<file path="src/hdl/hlb_pkg.sv">
/*
 Shared constants and types for the host list buffer port: command codes,
 buffer sizes, status bit positions and the controller's own register map.
 Assumes both ends run on one clock, mclk, at 100 MHz.
*/
package hlb_pkg;
   // -----------------------------------------------------------------
   // Command codes seen on the link
   // -----------------------------------------------------------------
   localparam logic [7:0] CMD_LEN_A_RD = 8'h2d;
   localparam logic [7:0] CMD_LEN_B_RD = 8'h2e;
   localparam logic [7:0] CMD_ISO_RD = 8'h40;
   localparam logic [7:0] CMD_ISO_WR = 8'hc0;
   localparam logic [7:0] CMD_ACK_RD = 8'h41;
   localparam logic [7:0] CMD_ACK_WR = 8'hc1;
   localparam logic [7:0] CMD_XFER_CNT_WR = 8'ha2;
   localparam logic [7:0] CMD_BUF_STATE_RD = 8'h2c;
   localparam logic [7:0] CMD_IRQ_RD = 8'h04;
   localparam logic [7:0] CMD_IRQ_CLR = 8'h84;
   // -----------------------------------------------------------------
   // Buffer geometry and field positions
   // -----------------------------------------------------------------
   localparam int ISO_BYTES = 64;
   localparam int ISO_HALF_BITS = 5;
   localparam int ACK_BYTES = 64;
   localparam int ACK_IDX_BITS = 6;
   localparam logic [15:0] PTR_STEP = 16'h0002;
   localparam int ALL_EOT_BIT = 2;
   localparam int ST_ISO_A_FULL = 0;
   localparam int ST_ISO_B_FULL = 1;
   localparam int ST_ACK_FULL = 2;
   localparam int ST_ISO_A_DONE = 3;
   localparam int ST_ISO_B_DONE = 4;
   localparam int ST_ACK_DONE = 5;
   localparam logic [15:0] LEN_RESET = 16'h0000;
   localparam logic [5:0] STATE_RESET = 6'h00;
   // -----------------------------------------------------------------
   // Controller register map on the software port
   // -----------------------------------------------------------------
   localparam logic [2:0] HOFS_CMD = 3'h0;
   localparam logic [2:0] HOFS_DATA = 3'h1;
   localparam logic [2:0] HOFS_START = 3'h2;
   localparam logic [2:0] HOFS_PORT = 3'h3;
   localparam logic [2:0] HOFS_STATUS = 3'h4;
   localparam logic [7:0] PORT_RESET = 8'h40;
   typedef enum logic [1:0] {
      HLB_IDLE = 2'b00,
      HLB_CNT_CMD = 2'b01,
      HLB_CNT_DATA = 2'b11,
      HLB_PORT_CMD = 2'b10
   } hlb_seq_e;
endpackage

</file>
<file path="src/hdl/hlb_link_if.sv">
/*
 Link between the processor end and the buffer port end.
 Assumes both ends share mclk; strobes are one cycle and never overlap.
*/
interface hlb_link_if;
   logic cmd_wr;
   logic data_wr;
   logic data_rd;
   logic [15:0] wdata;
   logic [15:0] rdata;
   modport dev (input cmd_wr, input data_wr, input data_rd, input wdata, output rdata);
   modport host (output cmd_wr, output data_wr, output data_rd, output wdata, input rdata);
endinterface

</file>
<file path="src/hdl/hlb_dev.sv">
/*
 Buffer port end: command decode, transfer counter, auto-stepping pointer,
 the two byte buffers, readback counts, buffer state and end flag.
 Assumes the list engine drives the usr_ inputs on mclk and the processor
 end keeps the command-then-words order on the link.
*/
module hlb_dev (
   input wire logic mclk,
   input wire logic sys_rst,
   input wire logic ce,
   hlb_link_if.dev bus,
   input wire logic usr_len_a_ld,
   input wire logic usr_len_b_ld,
   input wire logic [15:0] usr_len_data,
   input wire logic usr_iso_half,
   input wire logic [2:0] usr_done_set,
   output logic usr_eot,
   output logic usr_all_eot_flag,
   output logic [5:0] usr_buf_state
);
   // -----------------------------------------------------------------
   // State
   // -----------------------------------------------------------------
   typedef struct packed {
      logic [7:0] cmd;
      logic [15:0] cnt;
      logic [15:0] ptr;
      logic active;
      logic half;
      logic [15:0] len_a;
      logic [15:0] len_b;
      logic [5:0] bstate;
      logic eot_flag;
      logic eot_pls;
      logic [15:0] rdata;
      logic [hlb_pkg::ISO_BYTES-1:0][7:0] iso_mem;
      logic [hlb_pkg::ACK_BYTES-1:0][7:0] ack_mem;
   } hlb_dev_s;

   hlb_dev_s st_r;
   hlb_dev_s st_nxt;

   // Byte index inside the isochronous store; the half picks the upper part.
   function automatic logic [hlb_pkg::ISO_HALF_BITS:0] iso_idx(input logic half, input logic [15:0] p);
      iso_idx = {half, p[hlb_pkg::ISO_HALF_BITS-1:0]};
   endfunction

   function automatic logic [hlb_pkg::ACK_IDX_BITS-1:0] ack_idx(input logic [15:0] p);
      ack_idx = p[hlb_pkg::ACK_IDX_BITS-1:0];
   endfunction

   function automatic logic is_port(input logic [7:0] c);
      is_port = (c == hlb_pkg::CMD_ISO_RD) || (c == hlb_pkg::CMD_ISO_WR) ||
                (c == hlb_pkg::CMD_ACK_RD) || (c == hlb_pkg::CMD_ACK_WR);
   endfunction

   // -----------------------------------------------------------------
   // Next state
   // -----------------------------------------------------------------
   // One word access per strobe; the end event fires on the access that
   // carries the pointer to or past the count, so an odd count ends on the
   // word holding its last byte.
   always_comb begin
      logic [15:0] p_next;
      logic step;
      logic [5:0] full_sel;
      logic [5:0] done_sel;
      p_next = st_r.ptr + hlb_pkg::PTR_STEP;
      step = 1'b0;
      full_sel = 6'h00;
      done_sel = 6'h00;
      st_nxt = st_r;
      st_nxt.eot_pls = 1'b0;
      if (st_r.cmd == hlb_pkg::CMD_ACK_RD || st_r.cmd == hlb_pkg::CMD_ACK_WR) begin
         full_sel[hlb_pkg::ST_ACK_FULL] = 1'b1;
      end else if (st_r.half) begin
         full_sel[hlb_pkg::ST_ISO_B_FULL] = 1'b1;
      end else begin
         full_sel[hlb_pkg::ST_ISO_A_FULL] = 1'b1;
      end
      // A new port command rewinds the pointer and arms the transfer when the count is nonzero.
      if (bus.cmd_wr) begin
         st_nxt.cmd = bus.wdata[7:0];
         if (is_port(bus.wdata[7:0])) begin
            st_nxt.ptr = 16'h0000;
            st_nxt.active = (st_r.cnt != 16'h0000);
            st_nxt.half = usr_iso_half;
         end
         if (bus.wdata[7:0] == hlb_pkg::CMD_ISO_WR) begin
            done_sel[usr_iso_half ? hlb_pkg::ST_ISO_B_DONE : hlb_pkg::ST_ISO_A_DONE] = 1'b1;
         end
         if (bus.wdata[7:0] == hlb_pkg::CMD_ACK_WR) begin
            done_sel[hlb_pkg::ST_ACK_DONE] = 1'b1;
         end
         st_nxt.bstate = st_r.bstate & ~done_sel;
      end
      if (bus.data_wr) begin
         case (st_r.cmd)
            hlb_pkg::CMD_XFER_CNT_WR: begin
               st_nxt.cnt = bus.wdata;
            end
            hlb_pkg::CMD_IRQ_CLR: begin
               if (bus.wdata[hlb_pkg::ALL_EOT_BIT]) begin
                  st_nxt.eot_flag = 1'b0;
               end
            end
            hlb_pkg::CMD_ISO_WR: begin
               if (st_r.active) begin
                  st_nxt.iso_mem[iso_idx(st_r.half, st_r.ptr)] = bus.wdata[15:8];
                  st_nxt.iso_mem[iso_idx(st_r.half, st_r.ptr | 16'h0001)] = bus.wdata[7:0];
                  step = 1'b1;
               end
            end
            hlb_pkg::CMD_ACK_WR: begin
               if (st_r.active) begin
                  st_nxt.ack_mem[ack_idx(st_r.ptr | 16'h0001)] = bus.wdata[15:8];
                  st_nxt.ack_mem[ack_idx(st_r.ptr)] = bus.wdata[7:0];
                  step = 1'b1;
               end
            end
            default: begin
            end
         endcase
      end
      // Read data is registered and holds from the cycle after the strobe until the next read.
      if (bus.data_rd) begin
         case (st_r.cmd)
            hlb_pkg::CMD_LEN_A_RD: st_nxt.rdata = st_r.len_a;
            hlb_pkg::CMD_LEN_B_RD: st_nxt.rdata = st_r.len_b;
            hlb_pkg::CMD_BUF_STATE_RD: st_nxt.rdata = {10'h000, st_r.bstate};
            hlb_pkg::CMD_IRQ_RD: st_nxt.rdata = {13'h0000, st_r.eot_flag, 2'b00};
            hlb_pkg::CMD_ISO_RD: begin
               if (st_r.active) begin
                  st_nxt.rdata = {st_r.iso_mem[iso_idx(st_r.half, st_r.ptr)],
                                  st_r.iso_mem[iso_idx(st_r.half, st_r.ptr | 16'h0001)]};
                  step = 1'b1;
               end else begin
                  st_nxt.rdata = 16'h0000;
               end
            end
            hlb_pkg::CMD_ACK_RD: begin
               if (st_r.active) begin
                  st_nxt.rdata = {st_r.ack_mem[ack_idx(st_r.ptr | 16'h0001)],
                                  st_r.ack_mem[ack_idx(st_r.ptr)]};
                  step = 1'b1;
               end else begin
                  st_nxt.rdata = 16'h0000;
               end
            end
            default: st_nxt.rdata = 16'h0000;
         endcase
      end
      // Pointer advance and the end-of-transfer event.
      if (step) begin
         st_nxt.ptr = p_next;
         if (p_next >= st_r.cnt) begin
            st_nxt.active = 1'b0;
            st_nxt.eot_flag = 1'b1;
            st_nxt.eot_pls = 1'b1;
            if (bus.data_wr) begin
               st_nxt.bstate = st_r.bstate | full_sel;
            end else begin
               st_nxt.bstate = st_r.bstate & ~full_sel;
            end
         end
      end
      // Engine-side updates; its done marks win over any clear this cycle.
      st_nxt.bstate[5:3] = st_nxt.bstate[5:3] | usr_done_set;
      if (usr_len_a_ld) begin
         st_nxt.len_a = usr_len_data;
      end
      if (usr_len_b_ld) begin
         st_nxt.len_b = usr_len_data;
      end
   end

   // -----------------------------------------------------------------
   // Registers
   // -----------------------------------------------------------------
   // Buffers are not cleared on reset; only control state is.
   always_ff @(posedge mclk) begin
      if (sys_rst) begin
         st_r <= st_nxt;
         st_r.cmd <= 8'h00;
         st_r.cnt <= 16'h0000;
         st_r.ptr <= 16'h0000;
         st_r.active <= 1'b0;
         st_r.half <= 1'b0;
         st_r.len_a <= hlb_pkg::LEN_RESET;
         st_r.len_b <= hlb_pkg::LEN_RESET;
         st_r.bstate <= hlb_pkg::STATE_RESET;
         st_r.eot_flag <= 1'b0;
         st_r.eot_pls <= 1'b0;
         st_r.rdata <= 16'h0000;
      end else if (ce) begin
         st_r <= st_nxt;
      end
   end

   // Outputs straight from flip-flops.
   assign bus.rdata = st_r.rdata;
   assign usr_eot = st_r.eot_pls;
   assign usr_all_eot_flag = st_r.eot_flag;
   assign usr_buf_state = st_r.bstate;
endmodule // hlb_dev

</file>
<file path="src/flat_wrapper.sv">
// flat-port wrapper written by rule: the top's interface ports become plain ports
module hlb_dev_flat 
  (mclk, sys_rst, ce, usr_len_a_ld, usr_len_b_ld, usr_len_data, usr_iso_half, usr_done_set, usr_eot, usr_all_eot_flag, usr_buf_state, bus_cmd_wr, bus_data_wr, bus_data_rd, bus_wdata, bus_rdata);
  hlb_link_if bus_i ();
  input wire logic mclk;
  input wire logic sys_rst;
  input wire logic ce;
  input wire logic usr_len_a_ld;
  input wire logic usr_len_b_ld;
  input wire logic [15:0] usr_len_data;
  input wire logic usr_iso_half;
  input wire logic [2:0] usr_done_set;
  output logic usr_eot;
  output logic usr_all_eot_flag;
  output logic [5:0] usr_buf_state;
  input wire logic [$bits(bus_i.cmd_wr)-1:0] bus_cmd_wr;
  input wire logic [$bits(bus_i.data_wr)-1:0] bus_data_wr;
  input wire logic [$bits(bus_i.data_rd)-1:0] bus_data_rd;
  input wire logic [$bits(bus_i.wdata)-1:0] bus_wdata;
  output wire logic [$bits(bus_i.rdata)-1:0] bus_rdata;
  assign bus_i.cmd_wr = bus_cmd_wr;
  assign bus_i.data_wr = bus_data_wr;
  assign bus_i.data_rd = bus_data_rd;
  assign bus_i.wdata = bus_wdata;
  assign bus_rdata = bus_i.rdata;
  hlb_dev u_core (.mclk(mclk), .sys_rst(sys_rst), .ce(ce), .bus(bus_i), .usr_len_a_ld(usr_len_a_ld), .usr_len_b_ld(usr_len_b_ld), .usr_len_data(usr_len_data), .usr_iso_half(usr_iso_half), .usr_done_set(usr_done_set), .usr_eot(usr_eot), .usr_all_eot_flag(usr_all_eot_flag), .usr_buf_state(usr_buf_state));
endmodule
</file>
<file path="config.mk">
export PLATFORM = sky130hd
export DESIGN_NAME = hlb_dev_flat
export DESIGN_NICKNAME = d
export VERILOG_FILES = /design/src/hdl/hlb_pkg.sv /design/src/hdl/hlb_link_if.sv /design/src/hdl/hlb_dev.sv /design/src/flat_wrapper.sv
export SDC_FILE = /design/constraint.sdc
export NUM_CORES = 2
export LEC_CHECK = 0
export BUFFER_PORTS_ARGS = -buffer_cell sky130_fd_sc_hd__buf_2
export CORE_UTILIZATION = 57
export DETAILED_ROUTE_END_ITERATION = 10
export HOLD_SLACK_MARGIN = 0.08
export PLACE_DENSITY = 0.77
export SLEW_MARGIN = 0
export SYNTH_ARGS = -nofsm -noshare
export SYNTH_HDL_FRONTEND = slang
export SYNTH_SLANG_ARGS = --single-unit
export TNS_END_PERCENT = 20
</file>
<file path="constraint.sdc">
create_clock -name mclk -period 3.1 [get_ports mclk]
set_input_delay 0.31 -clock mclk [delete_from_list [all_inputs] [get_ports mclk]]
set_output_delay 0.31 -clock mclk [all_outputs]
set_load 0.02 [all_outputs]
</file>
# Word level (Yosys, flattened, before mapping)
# Index checks and enable logic that the tools add are counted.
[totals] output_inout_bits=24 latchBits=0 in_bits=44 regBits=1122 memories=0 ramBits=0 rom_bits=0
[op_classes] add_sub_neg=1 n_mul=0 n_shift=0 n_eq_ne=14 bitwise_logic=6 n_reduce_logical=22 n_div=0 muxes=58 magnitude_cmp=11
[op_table] op="1024-bit 2-to-1 mux" n=3
[op_table] op="512-bit bitwise mux" n=4
[op_table] op="512-bit 2-to-1 mux" n=4
[op_table] op="8-bit binary-select mux with 6-bit select" n=2
[op_table] op="8-bit demux with 6-bit select" n=2
[op_table] op="16-bit one-hot mux with 6 select lines" n=1
[op_table] op="8-bit binary-select mux with 5-bit select" n=2
[op_table] op="8-bit demux with 5-bit select" n=2
[op_table] op="8-bit 2-to-1 mux" n=10
[op_table] op="8-bit == test (second input constant)" n=6
[op_table] op="18-bit 2-to-1 mux" n=2
[op_table] op="8-bit by 7-bit == test with 1-bit output (second input constant)" n=4
[op_table] op="32-bit by 1-bit >= comparator with 1-bit output (second input constant)" n=1
[op_table] op="32-bit by 5-bit less-than comparator with 1-bit output (second input constant)" n=1
[op_table] op="16-bit 2-to-1 mux" n=2
[op_table] op="6-bit by 7-bit less-than comparator with 1-bit output (second input constant)" n=4
[op_table] op="8-bit by 6-bit == test with 1-bit output (second input constant)" n=3
[op_table] op="6-bit by 1-bit >= comparator with 1-bit output (second input constant)" n=4
[op_table] op="6-bit 2-to-1 mux" n=4
[op_table] op="17-bit 2-to-1 mux" n=1
[op_table] op="16-bit by 2-bit adder with 16-bit output (second input constant)" n=1
[op_table] op="16-bit >= comparator" n=1
[op_table] op="1-bit 2-to-1 mux" n=16
[op_table] op="16-bit nonzero test" n=1
[op_table] op="15 further kinds" n=31

# Depth between registers and ports, before layout
[logic_depth] ltp_word=15 depth_mapped=15

# Least setup slack after synthesis
# OpenSTA, ideal clock, no wires.
[synth_path] kind="register -> register" start="reg, netlist name u_core.st_r[1084]" end="reg u_core.st_r[720] in the netlist's numbering (enable)" path_buffers=6 synth_period_minus_slack_ps=3328 setup_ps=395 t_arrival_ps=2934 slack_ps=-228 path_stages_with_launch=11 cell_sequence="dfxtp_1 -> buf_2 -> buf_4 -> buf_2 -> buf_2 -> inv_1 -> ha_1 -> clkbuf_1 -> clkinv_1 -> clkbuf_1 -> nor4_1"
[synth_lines] element="end signal: assignment" line="hlb_dev.sv:183" text="st_r <= st_nxt;"
[synth_lines] element="end signal: assignment" line="hlb_dev.sv:196" text="st_r <= st_nxt;"
[synth_lines] element="end: declaration" line="hlb_dev.sv:40" text="hlb_dev_s st_r;"

# Final worst setup path
[layout_path] start="reg u_core.st_r[1084] in the netlist's numbering" end="reg, netlist name u_core.bus.rdata[4]"
[layout_via] elab_chain_cells=4
[layout_lines] element="8-bit binary-select mux with 6-bit select or 8-bit binary-select mux with 5-bit select (tied branches)" line="hlb_dev.sv:144, hlb_dev.sv:135"
[layout_lines] element="8-bit 2-to-1 mux, on equally long branches" line="hlb_dev.sv:144, hlb_dev.sv:135"
[layout_lines] element="16-bit 2-to-1 mux, on equally long branches" line="hlb_dev.sv:142, hlb_dev.sv:133"
[layout_lines] element="16-bit one-hot mux with 6 select lines (*)" line="hlb_dev.sv:127" text="case (st_r.cmd)"
# Mark *: on every way between the ends. The rest lies on a longest branch, timed or not. The select of a mux whose other input is x is not followed.
# A chain may end at the register's enable or synchronous reset.

==> results.tsv <==
metric	value	unit
fmax	330.1	MHz
clock-root-buffer	clkbuf_16	
portBuffers	67	
pre_cts_ws	0.06736	ns
rsz0062_at_grt	yes	
synth-xor-area-share	0.2372	%
multiInputGateArea	0.01646	mm²
nets	4091	
die_area	0.09096	mm²
grt_overflow	0	
finalCritPeriodShare	97.73	%
r2r_end	u_core.bus.rdata[4]	
cp_max_fo	68	
critPathLaunchType	register	
synth.most_common_cell	edfxtp_1	
synthSimpleGateAreaFrac	15.52	%
arrival	3.58	ns
io_pins	68	
holdPathEnd	u_core.usr_buf_state[5]	
fin_area	0.05789	mm²
cts.sinks	1121	
path_clk_slew	0.07	ns
yosys_warnings	0	
max_slew.worst_pin.slew	1.168	ns
fp.dieW	301.6	µm
cts_inserted_buffers	112	
start_util	57.71	%
async_flop_share	0	%
seqCellArea	0.03270	mm²
pwr-share-seq	54.3	%
leakagePower	20.08	nW
syn-num-nets	3974	
instances_no_fill	5283	
cts.path.max_buffers	3	
hold_ws	0.1417	ns
syn_to_final_growth	13.14	%
synth_cell_types	73	
antenna_found_initial	4	
hpwl	94730	µm
fillCellCount	6257	
synth_compound_area_share	5.356	%
placementRows	109	
outcome	finished, violations left	
hp-class	primary input to register	
diodes	0	
grt_first_pass_wirelength	216600	µm
fin_skew	0.03141	ns
grt_pass1_vias	34060	
seq_area_frac_synth	63.90	%
clk_latency	0.72	ns
ys_top_cells_by_count	edfxtp_1, and3_1, mux2i_1, clkbuf_1, o22ai_1	
drt_iter0_markers	4776	
synth_seq_cells	1121	
synth_top_family_by_area	simple AND/OR/NAND/NOR gates	
finalPower	30.08	mW
power_switching	6.171	mW
vias	34900	
coreArea	0.08865	mm²
max_stage_delay	0.62	ns
ys.flop_type	edfxtp_1	
htree_num_levels	3	
place_congestion	0.9629	
powerDensity	519.7	mW/mm²
period_needed	3.030	ns
via_per_inst	6.607	
clockPowerShare	44.0	%
syn_area	0.05116	mm²
cts_tree	built	
slowest_stage	nor4_1	
synthAdderAreaFrac	0.5136	%
setup_ws	0.07023	ns
dp.cells	5056	
required	3.65	ns
slew_violations	0	
r2r_slack	0.07	ns
worst-path-buf-inv	2	
firstDrtPassIters	10	
muxShareOfSynthArea	10.18	%
synth_top_cell_area_share	60.10	%
crit_family	simple AND/OR/NAND/NOR gates	
finalSetupViolCount	0	
postSynthAreaPerCell	13.09	µm²
vdd_ir_drop_max	445.1	µV
finalSetupTns	0	ns
hold_depth	4	
synth_cells	3909	
reg2regPathDepth	8	
path_class	register to register	
synth_edf_count	1024	
yosys-top-cells-area	edfxtp_1, mux2i_1, and3_1	
endpoint_kind	register	
path_cells	buf_12, buf_12, mux2i_1, o22ai_1, nor4_1, nand3_1, a221oi_1, a211oi_1	
hp-start	ce	
swShare	20.51	%
dpl_cell_area	0.05407	mm²
pwr-share-comb	1.7	%
violations	design-rule violations	
max_slew_margin	22.11	%
max-cap-violations	0	
wl_per_cell	27.98	µm
p_int	23.91	mW
drive_above_1_share	16.59	%
grt_max_degree	114	
ant_nets	0	
finalHoldViolations	0	
cpMostUsedCell	buf_12	
r2r-start	u_core.st_r[1084]	
fin_util	65.30	%
grt_usage	32.42	%
die_h	301.6	µm
drc	6	
yosysTopAreaCell	edfxtp_1	
wl	147800	µm
logic make-up after synthesis:
| logic type | count (synthesis) |
|---|---|
| fa+ha+maj | 21 |
| mux | 505 |
| flops | 1121 |
| simple gates | 1362 |
| buf+inv | 475 |
| compound gates | 412 |
| xor+xnor | 13 |
layout make-up:
class	instances	share of cell area, %
clock buffers	144	5.429
clock inverters	62	0.7565
inverters	33	0.2140
multi-input cells	2313	28.43
flip-flops and latches	1121	56.49
well taps	1165	2.518
repair buffers	445	6.160
cells in the final DEF (no fill, tap or decap), types with 32 or more instances in the layout:
cell type / synthesis / layout
a21oi_1: 92 / 91
clkinv_1: 3 / 32
and2_1: 147 / 147
mux2i_1: 491 / 491
nand2_1: 235 / 235
dfxtp_1: 97 / 91
and3_1: 658 / 658
nor2_1: 86 / 80
nor3_1: 45 / 43
clkbuf_16: 0 / 120
buf_4: 33 / 331
o22ai_1: 237 / 237
edfxtp_1: 1024 / 1024
nor4_1: 76 / 66
buf_2: 98 / 66
registers in the layout, summed over array words and instances, names as in the netlist:
register	cells
u_core.usr_eot	1
u_core.st_r	1097
u_core.usr_buf_state	6
u_core.bus.rdata	16
u_core.usr_all_eot_flag	1
power by group through the flow:
stage / Combinational [mW] / Sequential [mW] / Clock [mW]
global route: 0.521 / 16.3 / 13.8
floorplan: 0.204 / 16.7 / 0
detailed placement: 0.465 / 16.7 / 0
finish: 0.505 / 16.3 / 13.2
CTS: 0.487 / 16.3 / 13.2
global placement: 0.452 / 16.7 / 0
worst reg2reg max path: cells and delay by family (launching register included):
kind / cells / cell delay, ns
AND/OR/NAND/NOR: 2 / 0.87
buffers and inverters: 2 / 0.70
AO/OA/AOI/OAI: 3 / 0.56
flip-flops: 1 / 0.37
multiplexers: 1 / 0.36
how the worst max path moves through the flow:
stage | startpoint | endpoint | slack [ns] | cells past startpoint
after detailed placement | u_core.st_r[1083] | u_core.usr_buf_state[4] | 0.07 | 11
after CTS | u_core.st_r[1083] | u_core.usr_buf_state[4] | 0.05 | 11
after floorplan | u_core.st_r[1084] | u_core.st_r[720] | -0.23 | 10
final | u_core.st_r[1084] | u_core.bus.rdata[4] | 0.07 | 8
after global placement | u_core.st_r[1084] | u_core.bus.rdata[0] | 0.13 | 7
after global routing | u_core.st_r[1083] | u_core.usr_buf_state[4] | 0.01 | 12
what timing repair did:
action,in CTS,in global routing
hold endpoints to repair,39,0
gates resized for setup,0,5
endpoints found under the setup margin,0,5
hold buffers,21,0
setup buffers,0,0
layer usage:
layer  part of all wire (%)  global-route usage, %  up-vias  wire length, µm
met5                  0.012                      0        -               18
met4                    6.5                  19.10        4             9559
met3                     11                  6.361      511            15610
met2                     47                  51.72     2246            69260
met1                     36                  41.30    17100            53370
li1                       -                      -    15040                -
Power figures use the tool's default switching activity.
